**src/core/s8w_regs.svh**
```systemverilog
// Constants for the 8b/10b line coding and word alignment block
`ifndef S8W_REGS_SVH
`define S8W_REGS_SVH

`define S8W_CHAR_W   10
`define S8W_BYTE_W   8
`define S8W_LANES    4
`define S8W_WORD_W   40
`define S8W_DATA_W   32
`define S8W_LEFT_W   6
`define S8W_CODES    512
`define S8W_COMMA_N  10'h0FA
`define S8W_COMMA_P  10'h305
`define S8W_K28_5    8'hBC
`define S8W_BIT_LAST 4'h9
`define S8W_BAL6     3
`define S8W_BAL4     2
`define S8W_BAL10    5
`define S8W_X_D7     5'h07
`define S8W_X_K28    5'h1C
`define S8W_Y_7      3'h7
`define S8W_Y_3      3'h3
`define S8W_SIX_K28  6'h0F
`define S8W_FOUR_A7  4'h7

`endif

```
**src/core/s8w_pkg.sv**
```systemverilog
// Types and code tables of the 8b/10b line coding block
package s8w_pkg;
`include "s8w_regs.svh"

    typedef enum logic [1:0] {
        S8W_W8  = 2'h0,
        S8W_W16 = 2'h1,
        S8W_W20 = 2'h2,
        S8W_W40 = 2'h3
    } s8w_width_t;

    typedef struct packed {
        logic [`S8W_WORD_W-1:0] data;
        logic [`S8W_LANES-1:0]  k;
    } s8w_word_t;

    localparam logic [5:0] S8W_SIX [32] = '{
        6'h27, 6'h1D, 6'h2D, 6'h31, 6'h35, 6'h29, 6'h19, 6'h38,
        6'h39, 6'h25, 6'h15, 6'h34, 6'h0D, 6'h2C, 6'h1C, 6'h17,
        6'h1B, 6'h23, 6'h13, 6'h32, 6'h0B, 6'h2A, 6'h1A, 6'h3A,
        6'h33, 6'h26, 6'h16, 6'h36, 6'h0E, 6'h2E, 6'h1E, 6'h2B};
    localparam logic [3:0] S8W_FOUR [8] = '{
        4'hB, 4'h9, 4'h5, 4'hC, 4'hD, 4'hA, 4'h6, 4'hE};

    // Characters per parallel word for each width
    function automatic logic [2:0] s8w_nchars(input s8w_width_t w);
        unique case (w)
            S8W_W8:  return 3'h1;
            S8W_W16: return 3'h2;
            S8W_W20: return 3'h2;
            S8W_W40: return 3'h4;
        endcase
    endfunction

    // Only K28.y and K23/27/29/30.7 are legal control characters
    function automatic logic s8w_kok(input logic [7:0] d, input logic k);
        logic [4:0] x;
        x = d[4:0];
        return !k || x == `S8W_X_K28 || (d[7:5] == `S8W_Y_7 &&
            (x == 5'h17 || x == 5'h1B || x == 5'h1D || x == 5'h1E));
    endfunction

    // Returns {running disparity out, abcdei fghj}, rd 1 means positive
    function automatic logic [10:0] s8w_encode(input logic [7:0] d,
                                               input logic k,
                                               input logic rd);
        logic [4:0] x;
        logic [2:0] y;
        logic [5:0] six;
        logic [3:0] four;
        logic       rdm;
        logic       alt;
        x   = d[4:0];
        y   = d[7:5];
        six = (k && x == `S8W_X_K28) ? `S8W_SIX_K28 : S8W_SIX[x];
        if (rd && ($countones(six) != `S8W_BAL6 ||
                   (x == `S8W_X_D7 && !k)))
            six = ~six;
        rdm = ($countones(six) == `S8W_BAL6) ? rd : ~rd;
        alt = (y == `S8W_Y_7) && (k ||
              (!rdm && (x == 5'h11 || x == 5'h12 || x == 5'h14)) ||
              (rdm && (x == 5'h0B || x == 5'h0D || x == 5'h0E)));
        four = alt ? `S8W_FOUR_A7 : S8W_FOUR[y];
        // Control groups also invert a balanced tail when the head left
        // the line negative, so a comma keeps its polarity in all ten bits
        if (k ? rdm ^ ($countones(four) == `S8W_BAL4 && y != `S8W_Y_3) :
                rdm && ($countones(four) != `S8W_BAL4 || y == `S8W_Y_3))
            four = ~four;
        return {($countones(four) == `S8W_BAL4) ? rdm : ~rdm, six, four};
    endfunction

    // Returns {invalid, k, data}; search by re-encoding every character
    function automatic logic [9:0] s8w_decode(input logic [9:0] c);
        logic [9:0]  r;
        logic [10:0] e;
        logic [8:0]  v;
        r = {2'h2, 8'h00};
        for (int i = 0; i < `S8W_CODES; i++) begin
            v = i[8:0];
            for (int j = 0; j < 2; j++) begin
                e = s8w_encode(v[7:0], v[8], j[0]);
                if (e[9:0] == c && s8w_kok(v[7:0], v[8]))
                    r = {1'b0, v};
            end
        end
        return r;
    endfunction
endpackage

```
**src/core/s8w_enc.sv**
```systemverilog
// Four-lane 8b/10b encoder with running disparity
`timescale 1ns/1ps
module s8w_enc
    import s8w_pkg::*;
(
    input  wire logic                      clk_i,
    input  wire logic                      rst_i,
    input  wire logic [`S8W_DATA_W-1:0]    data_i,
    input  wire logic [`S8W_LANES-1:0]     k_i,
    input  wire logic [2:0]                nch_i,
    input  wire logic                      adv_i,
    output logic      [`S8W_WORD_W-1:0]    codes_o,
    output logic                           rd_o
);
    logic        rd;
    logic        next_rd;
    logic [10:0] e;
    logic        r;

    // -------------------------------------------------------------
    // Lane chain, lane 0 first on the line
    // -------------------------------------------------------------
    always_comb begin
        r       = rd;
        next_rd = rd;
        codes_o = '0;
        e       = '0;
        for (int i = 0; i < `S8W_LANES; i++) begin
            e = s8w_encode(data_i[i*`S8W_BYTE_W +: `S8W_BYTE_W], k_i[i], r);
            codes_o[i*`S8W_CHAR_W +: `S8W_CHAR_W] = e[9:0];
            r = e[10];
            if (3'(i + 1) == nch_i)
                next_rd = r;
        end
        if (!adv_i)
            next_rd = rd;
    end

    always_ff @(posedge clk_i or posedge rst_i) begin
        if (rst_i) begin
            rd <= 1'b0;
        end else begin
            rd <= next_rd;
        end
    end

    assign rd_o = rd;
endmodule

```
**src/core/s8w_top.sv**
```systemverilog
// 8b/10b coding, serializer, deserializer and comma word alignment
// Contract
// - Latch one, two or four codes, shift out serially
// - Encode each 8-bit character into 10 bits at width 8 or 16
// - Deserialize stream into one, two or four characters
// - Comma in either polarity fixes character boundary
// - Decode aligned code groups back to bytes at width 8 or 16
// - Parallel width 8, 16, 20 or 40
`timescale 1ns/1ps
module s8w_top
    import s8w_pkg::*;
(
    input  wire logic       CLK_I,
    input  wire logic       RST_I,
    input  wire s8w_width_t WIDTH_I,
    input  wire s8w_word_t  TX_WORD_I,
    input  wire logic       TX_VALID_I,
    output logic            TX_READY_O,
    output logic            TX_SER_O,
    input  wire logic       RX_SER_I,
    output s8w_word_t       RX_WORD_O,
    output logic            RX_VALID_O,
    output logic [3:0]      RX_ERR_O,
    output logic            RX_ALIGNED_O
);
    logic [2:0]                 nch;
    logic                       raw;
    logic [`S8W_WORD_W-1:0]     codes;
    logic                       rd;
    logic                       load;
    logic [`S8W_WORD_W-1:0]     ld;
    logic [`S8W_LEFT_W-1:0]     nbits;
    logic [`S8W_WORD_W-1:0]     sh;
    logic [`S8W_WORD_W-1:0]     next_sh;
    logic [`S8W_LEFT_W-1:0]     left;
    logic [`S8W_LEFT_W-1:0]     next_left;
    logic                       next_ser;

    // Width picks lanes and whether the coder is bypassed
    assign nch = s8w_nchars(WIDTH_I);
    assign raw = WIDTH_I[1];
    assign nbits = `S8W_LEFT_W'(nch * `S8W_CHAR_W);

    // -------------------------------------------------------------
    // Transmit
    // -------------------------------------------------------------
    s8w_enc u_enc (
        .clk_i   (CLK_I),
        .rst_i   (RST_I),
        .data_i  (TX_WORD_I.data[`S8W_DATA_W-1:0]),
        .k_i     (TX_WORD_I.k),
        .nch_i   (nch),
        .adv_i   (load && !raw),
        .codes_o (codes),
        .rd_o    (rd)
    );

    // Ready while the last bit leaves, so words follow with no gap
    assign TX_READY_O = (left <= `S8W_LEFT_W'(1));
    assign load       = TX_READY_O && TX_VALID_I;

    always_comb begin
        ld = '0;
        for (int i = 0; i < `S8W_LANES; i++) begin
            if (3'(i) < nch)
                ld[`S8W_WORD_W-1-i*`S8W_CHAR_W -: `S8W_CHAR_W] = raw ?
                    TX_WORD_I.data[i*`S8W_CHAR_W +: `S8W_CHAR_W] :
                    codes[i*`S8W_CHAR_W +: `S8W_CHAR_W];
        end
    end

    always_comb begin
        next_sh   = sh;
        next_left = left;
        next_ser  = TX_SER_O;
        if (left != '0) begin
            next_ser  = sh[`S8W_WORD_W-1];
            next_sh   = sh << 1;
            next_left = left - `S8W_LEFT_W'(1);
        end
        if (load) begin
            next_sh   = ld;
            next_left = nbits;
        end
    end

    always_ff @(posedge CLK_I or posedge RST_I) begin
        if (RST_I) begin
            sh       <= '0;
            left     <= '0;
            TX_SER_O <= 1'b0;
        end else begin
            sh       <= next_sh;
            left     <= next_left;
            TX_SER_O <= next_ser;
        end
    end

    // -------------------------------------------------------------
    // Receive
    // -------------------------------------------------------------
    logic [`S8W_CHAR_W-1:0]  rsh;
    logic [`S8W_CHAR_W-1:0]  next_rsh;
    logic [3:0]              cnt;
    logic [3:0]              next_cnt;
    logic [1:0]              lane;
    logic [1:0]              next_lane;
    logic                    next_aligned;
    logic                    hit;
    logic                    done;
    logic [9:0]              dec;
    logic [`S8W_WORD_W-1:0]  acc_raw;
    logic [`S8W_WORD_W-1:0]  next_raw;
    logic [`S8W_DATA_W-1:0]  acc_dat;
    logic [`S8W_DATA_W-1:0]  next_dat;
    logic [3:0]              acc_k;
    logic [3:0]              next_k;
    logic [3:0]              acc_e;
    logic [3:0]              next_e;
    s8w_word_t               next_word;
    logic [3:0]              next_err;
    logic                    next_valid;

    assign next_rsh = {rsh[`S8W_CHAR_W-2:0], RX_SER_I};
    assign hit  = next_rsh == `S8W_COMMA_N ||
                  next_rsh == `S8W_COMMA_P;
    assign done = hit || (RX_ALIGNED_O && cnt == `S8W_BIT_LAST);
    // One shared decoder: a character is decoded as it completes
    assign dec  = s8w_decode(next_rsh);

    always_comb begin
        next_cnt     = (hit || cnt == `S8W_BIT_LAST) ? '0 : cnt + 4'h1;
        next_aligned = RX_ALIGNED_O || hit;
        next_lane    = lane;
        next_raw     = acc_raw;
        next_dat     = acc_dat;
        next_k       = acc_k;
        next_e       = acc_e;
        next_word    = RX_WORD_O;
        next_err     = RX_ERR_O;
        next_valid   = 1'b0;
        // A comma off the current boundary restarts the word at lane 0
        if (hit && (!RX_ALIGNED_O || cnt != `S8W_BIT_LAST))
            next_lane = '0;
        if (done) begin
            next_raw[next_lane*`S8W_CHAR_W +: `S8W_CHAR_W] = next_rsh;
            next_dat[next_lane*`S8W_BYTE_W +: `S8W_BYTE_W] = dec[7:0];
            next_k[next_lane] = dec[8] && !raw;
            next_e[next_lane] = dec[9] && !raw;
            if (3'(next_lane) + 3'h1 == nch) begin
                next_valid     = 1'b1;
                next_word.data = raw ? next_raw :
                    {{(`S8W_WORD_W-`S8W_DATA_W){1'b0}}, next_dat};
                next_word.k    = next_k;
                next_err       = next_e;
                next_lane      = '0;
                next_k         = '0;
                next_e         = '0;
            end else begin
                next_lane = next_lane + 2'h1;
            end
        end
    end

    always_ff @(posedge CLK_I or posedge RST_I) begin
        if (RST_I) begin
            rsh          <= '0;
            cnt          <= '0;
            lane         <= '0;
            acc_raw      <= '0;
            acc_dat      <= '0;
            acc_k        <= '0;
            acc_e        <= '0;
            RX_ALIGNED_O <= 1'b0;
            RX_WORD_O    <= '0;
            RX_ERR_O     <= '0;
            RX_VALID_O   <= 1'b0;
        end else begin
            rsh          <= next_rsh;
            cnt          <= next_cnt;
            lane         <= next_lane;
            acc_raw      <= next_raw;
            acc_dat      <= next_dat;
            acc_k        <= next_k;
            acc_e        <= next_e;
            RX_ALIGNED_O <= next_aligned;
            RX_WORD_O    <= next_word;
            RX_ERR_O     <= next_err;
            RX_VALID_O   <= next_valid;
        end
    end
endmodule

```
**config.mk**
```make
export PLATFORM = sky130hd
export DESIGN_NAME = s8w_top
export DESIGN_NICKNAME = d
export VERILOG_FILES = /design/src/core/s8w_pkg.sv /design/src/core/s8w_enc.sv /design/src/core/s8w_top.sv
export VERILOG_INCLUDE_DIRS = /design/src /design/src/core
export SDC_FILE = /design/constraint.sdc
export NUM_CORES = 1
export LEC_CHECK = 0
export ABC_AREA = 1
export BUFFER_PORTS_ARGS = -buffer_cell sky130_fd_sc_hd__buf_2
export CAP_MARGIN = 30
export CELL_PAD_IN_SITES_DETAIL_PLACEMENT = 1
export CELL_PAD_IN_SITES_GLOBAL_PLACEMENT = 1
export CORE_ASPECT_RATIO = 1.4
export CORE_MARGIN = 2
export CORE_UTILIZATION = 48
export DETAILED_ROUTE_END_ITERATION = 12
export PLACE_DENSITY_LB_ADDON = 0.25
export SLEW_MARGIN = 0
export SYNTH_ARGS = -nofsm -noshare
export SYNTH_HDL_FRONTEND = slang
export SYNTH_SLANG_ARGS = --single-unit
```
**constraint.sdc**
```tcl
create_clock -name CLK_I -period 48.8 [get_ports CLK_I]
set_clock_uncertainty 0.2 [all_clocks]
set_input_delay 9.76 -clock CLK_I [delete_from_list [all_inputs] [get_ports CLK_I]]
set_output_delay 9.76 -clock CLK_I [all_outputs]
set_load 0.01 [all_outputs]
```
After elaboration in Yosys (flattened, before gate mapping):

Memory sizes are Yosys's and may differ from the RTL's.
Index checks and enable logic that the tools add are counted.

* register bits: 193
* bits in read-only memories: 896
* input port bits: 50
* output and inout bits: 52
* word-level logic and storage cells: 1316
* memories kept: 8

* add/subtract/negate cells: 70
* multiply operators: 2
* $lt $le $gt $ge: 15
* equality and inequality tests: 540
* shift operators: 4
* multiplexer cells: 540
* bitwise gates (word level): 28
* reduce and logical (&&, ||, !) cells: 93

Memory list
* (no name shown): depth 32, bits a word 6, rd ports 1, clocked after Yosys merged registers in 0, wr ports 0, RTL line s8w_pkg.sv:55 `` six = (k && x == `S8W_X_K28) ? `S8W_SIX_K28 : S8W_SIX[x]; ``
* (no name shown): depth 32, bits a word 6, rd ports 1, clocked after Yosys merged registers in 0, wr ports 0, RTL line s8w_pkg.sv:55
* (no name shown): depth 32, bits a word 6, rd ports 1, clocked after Yosys merged registers in 0, wr ports 0, RTL line s8w_pkg.sv:55
* (no name shown): depth 32, bits a word 6, rd ports 1, clocked after Yosys merged registers in 0, wr ports 0, RTL line s8w_pkg.sv:55
* (no name shown): depth 8, bits a word 4, rd ports 1, clocked after Yosys merged registers in 0, wr ports 0, RTL line s8w_pkg.sv:63 `` four = alt ? `S8W_FOUR_A7 : S8W_FOUR[y]; ``
* (no name shown): depth 8, bits a word 4, rd ports 1, clocked after Yosys merged registers in 0, wr ports 0, RTL line s8w_pkg.sv:63
* +2 memories

Operator list (number)
* $mux W10: 472
* $eq A10 B10 Y1 const A: 232
* $eq A9 B10 Y1 const A: 138
* $add A32 B32 Y32: 24
* $eq A8 B10 Y1 const A: 69
* $eq A32 B3 Y1 const B: 12
* $ne A32 B3 Y1 const B: 8
* $eq A7 B10 Y1 const A: 25
* $mux W40: 3
* $mux W6: 18
* $add A1 B1 Y2: 40
* $eq A5 B5 Y1 const B: 16
* $mux W4: 19
* $eq A5 B4 Y1 const B: 12
* $bwmux W40: 1
* $shift A10 B34 Y40 const A: 1
* $shiftx A10 B34 Y40: 1
* $logic_and A1 B1 Y1: 39
* $logic_or A1 B1 Y1: 37
* $neg A5 Y34: 1
* $neg A6 Y34: 1
* $shift A8 B34 Y32 const A: 1
* $shiftx A8 B34 Y32: 1
* $bwmux W32: 1
* 45 further kinds: 120

Depth between registers and ports, before layout:

* depth after elaboration: 468
* gate-level depth with buffers: 126
* depth with buffers taken out: 126

Modules after synthesis:

From an unflattened synthesis, not the netlist that was laid out.

* cell total of the unflattened synthesis: 2869
* area total of the unflattened synthesis: 18655.4 µm²

Modules (own cells, without submodules)
* s8w_top: instances 1, cells an instance 2256, area an instance 14627.8 µm², sequential area each 4804.6 µm²
* s8w_enc: instances 1, cells an instance 613, area an instance 4027.6 µm², sequential area each 25.0 µm²

Worst setup path after synthesis:

Ideal clock, no wire load.

* path kind: input-to-reg
* start: input port TX_WORD_I[8] (netlist bit)
* end: register u_enc.rd (netlist: u_enc.rd_o)
* setup time: 0.136 ns
* arrival: 30.997 ns
* required time: 48.464 ns
* setup slack: 17.467 ns
* stages on the path: 111
* buffers on the path: 1
* path through: clkbuf_1 clkinv_1 nor4_1 inv_1 o31ai_1 inv_1 nand3_1 inv_1 ha_1 fa_1 ha_1 nor2_1 nand4_1 nand2_1 xor2_1 nor2_1 fa_1 ha_1 [75 not listed] nand2_1 o21ai_0 ha_1 ha_1 inv_1 fa_1 nor2_1 o211ai_1 ha_1 o21ai_1 xor2_1 nand2_1 fa_1 nor2_1 nand2_1 xor2_1 nand2_1 a31oi_1

* word-level cells in the longest chain between the ends: 107

Ends and longest elaborated chain
* start, declared: RTL line s8w_top.sv:16 `input wire s8w_word_t TX_WORD_I,`
* $not A5 Y6 (implied by the code): RTL line s8w_pkg.sv:55
* $mem_v2 Z32 W6
* $mux W6 (implied by the code) (2 in series): RTL line s8w_pkg.sv:55
* $mux W6: RTL line s8w_pkg.sv:55
* $add A1 B1 Y2 (implied by the code): RTL line s8w_pkg.sv:56 `` if (rd && ($countones(six) != `S8W_BAL6 || ``
* $add A32 B32 Y32 (implied by the code) (2 in series): RTL line s8w_pkg.sv:56
* $ne A32 B3 Y1 (no source line)
* $logic_or A1 B1 Y1: RTL line s8w_pkg.sv:56
* [89 not listed]
* $xor A1 B1 Y1 or $logic_and A1 B1 Y1 (tied branches): RTL line s8w_pkg.sv:66, s8w_pkg.sv:67
* $mux W1: RTL line s8w_pkg.sv:66 `` if (k ? rdm ^ ($countones(four) == `S8W_BAL4 && y != `S8W_Y_3) : ``
* $mux W4: RTL line s8w_pkg.sv:66
* $add A1 B1 Y2 (implied by the code): RTL line s8w_pkg.sv:69 `` return {($countones(four) == `S8W_BAL4) ? rdm : ~rdm, six, four}; ``
* $add A32 B32 Y32 (implied by the code): RTL line s8w_pkg.sv:69
* $eq A32 B3 Y1 (no source line)
* $mux W1: RTL line s8w_pkg.sv:69
* $mux W1 *: RTL line s8w_enc.sv:32 `if (3'(i + 1) == nch_i)`
* end signal, assigned: RTL line s8w_enc.sv:43 `rd <= next_rd;`
* end, declared: RTL line s8w_enc.sv:15 `logic rd;`

Every way passes the cells marked *; elsewhere a longest branch is shown, timed or not. The select of a mux whose other input is x is not followed.
A chain may end at the register's enable or synchronous reset.

Worst setup path after layout:

* start: input port TX_WORD_I[4] (netlist bit)
* end: register u_enc.rd (netlist: u_enc.rd_o)

Same word-level chain as after synthesis.

==> results.cfg <==
[clock_tree]
cts_root_buf = clkbuf_16
clock_latency_ns = 0.49
path_clk_slew_ns = 0.09
cts.sinks = 193
cts_resized = 0
postCtsHoldBufs = 0
cts_tree = built
htreeDepth = 4
clockBufferDepth = 2
post_cts_buffers = 0
cts_buffers = 17

[final_layout]
layout-drive-gt1-share = 0.0810
fin_nets = 3011
area_growth_pct = 9.21

[critical_path]
required_ns = 48.96
start_kind = input port
crit_path_end_kind = register
cp_data_arrival_time_ns = 34.73
cpMostUsedCell = nand2_1
cp-startpoint = TX_WORD_I[4]
slowest_stage = fa_1
worstPathMaxFanout = 6
path_class = in2reg
slowest_delay_ns = 0.51
r2r-start = u_enc.rd_o

[timing]
finalSetupViolCount = 0
slew_viol_final = 0
fmax_ghz = 0.0289
finalHoldViolCount = 0
fin_crit_sh = 0.708
worstMarginPinSlew_ns = 1.09
slew_headroom = 0.273
rsz0062_at_grt = false
fin_tns_setup_ns = 0
layout_min_cycle_time_ns = 34.57

[flow_run]
cap_viol_max_count = 0

[grt]
antenna_found_initial = 3
track_usage = 0.436
grt_overflow_total = 0
grt_pass1_vias = 22900
grt_pass1_wl_um = 131000
grt_max_degree = 126

[yosys]
yosys.area.top_type = dfrtp_1
yosysWarningCount = 0
synthFlopType = dfrtp_1
synth.top_cell.area_share = 0.266
netlist_top_cells_area = dfrtp_1 (27%), nand2_1 (11%), nor2_1 (7.8%)
ys_ff_latch = 193
synth-async-reset-ratio = 1.00
netlist_instances = 2829
avgSynthCellArea_um2 = 6.41
ys_types = 56
netlist_area_um2 = 18100
synth_edf_count = 0
syn_nets = 2975
synth-seq-area-share = 0.266

[drt]
drt_iter0_markers = 1728
viasPerCell = 6.53
wl_um = 86200
wl_per_cell_um = 25.7
drt_first_pass_iters = 5
detail-route-antenna-nets = 0
vias = 21900
drc = 0

[floorplan]
die_h_um = 234
core-area_um2 = 37400
dieArea_um2 = 39400
initial_core_util = 0.485
die_w_um = 168
num_rows = 84
ios = 102

[placement]
port_buffers = 101
hpwl_um = 63600
gp_congestion = 1.10

[worst_hold_path]
hold_start = sh[39]
hold_class = reg2reg

[outcome]
outcome = completed
==> state kept, by name, summed over array words and instances, names as in the netlist <==
| name | count |
|---|---|
| acc_e | 4 |
| left | 6 |
| RX_ERR_O | 4 |
| rsh | 9 |
| acc_raw | 40 |
| lane | 2 |
| sh | 40 |
| acc_dat | 32 |
| u_enc.rd_o | 1 |
| RX_VALID_O | 1 |
| RX_ALIGNED_O | 1 |
| RX_WORD_O | 44 |
| TX_SER_O | 1 |
| cnt | 4 |
| acc_k | 4 |
==> metal layers <==
layer	share of wire	wire length (um)	global-route usage
met1	0.34	29100	0.436
met3	0.069	5970	0.0935
met4	0.11	9330	0.414
met5	0	0	0
met2	0.48	41800	0.752
==> cell type report <==
class / count / area (um2)
Inverter: 387 / 1460
Clock buffer: 17 / 425
Fill cell: 5147 / 17600
Clock inverter: 15 / 213
Antenna cell: 2 / 5.00
Tap cell: 473 / 592
Timing Repair Buffer: 160 / 943
Multi-Input combinational cell: 2106 / 11300
Sequential cell: 193 / 4830
==> metrics by stage <==
step                      cell area [um2]  utilization  hold slack (ns)  cells  worst slack [ns]
after floorplan                     18100            -            0.155   2829             17.47
after global placement              19100        0.512            0.256   3316             15.74
after detailed placement            19200        0.512            0.263   3317             14.09
after CTS                           19800        0.529            0.275   3349             14.32
after global routing                19800        0.529            0.287   3352             12.39
final                               19800        0.529            0.272   3353             14.23
==> cell usage in the layout (no fill, tap or decap), types with 57 or more instances in the layout <==
| cell type | count |
|---|---|
| nand2_1 | 551 |
| dfrtp_1 | 193 |
| buf_2 | 102 |
| a21oi_1 | 118 |
| nand4_1 | 75 |
| inv_1 | 357 |
| ha_1 | 77 |
| nor3_1 | 62 |
| nand3_1 | 184 |
| buf_4 | 57 |
| nor2_1 | 369 |
| o21ai_0 | 258 |
| o22ai_1 | 68 |
==> path summary, 6_finish.rpt <==
kind,slack [ns],depth (start not counted),to
worst min register to register,0.27,2,TX_SER_O
worst max-delay path,14.23,117,u_enc.rd_o
worst min-delay path,0.27,2,TX_SER_O
worst max register to register,25.39,103,u_enc.rd_o
min in group asynchronous,9.21,2,acc_raw[3]
max in group asynchronous,37.69,3,sh[30]
==> critical path: cells and delay by family <==
| kind | cells | cell delay, ns |
|---|---|---|
| XOR/XNOR | 14 | 4.01 |
| AND/OR/NAND/NOR | 41 | 5.35 |
| AO/OA/AOI/OAI | 16 | 3.54 |
| buffers and inverters | 17 | 1.89 |
| adder cells (fa/ha/maj) | 29 | 10.19 |
==> logic make-up (layout without fill, tap and decap cells) <==
| logic type | after synthesis | in the layout | share of synthesized area |
|---|---|---|---|
| flip-flops | 193 | 193 | 0.266 |
| XOR/XNOR | 50 | 50 | 0.0241 |
| adder cells (fa/ha/maj) | 96 | 96 | 0.0741 |
| AND/OR/NAND/NOR | 1317 | 1317 | 0.311 |
| buffers and inverters | 530 | 579 | 0.110 |
| AO/OA/AOI/OAI | 643 | 643 | 0.214 |
| other | 0 | 2 | 0 |
==> synth_stat cells, drive strengths merged (12+ instances only) <==
master and n:
o221ai 19, o21ai 264, o211ai 54, nand4 76, a211oi 17, nor4 42, dfrtp 193, clkinv 12
a22oi 15, xor2 41, ha 77, nand3 185, buf 19, nor2 376, inv 375, clkbuf 124
nand2 559, o22ai 68, o31ai 17, a21oi 118, fa 19, nor3 63
Power is left out: the tool's default activity adds up to more than one toggle a clock period on the data nets, which glitch-free logic cannot reach.
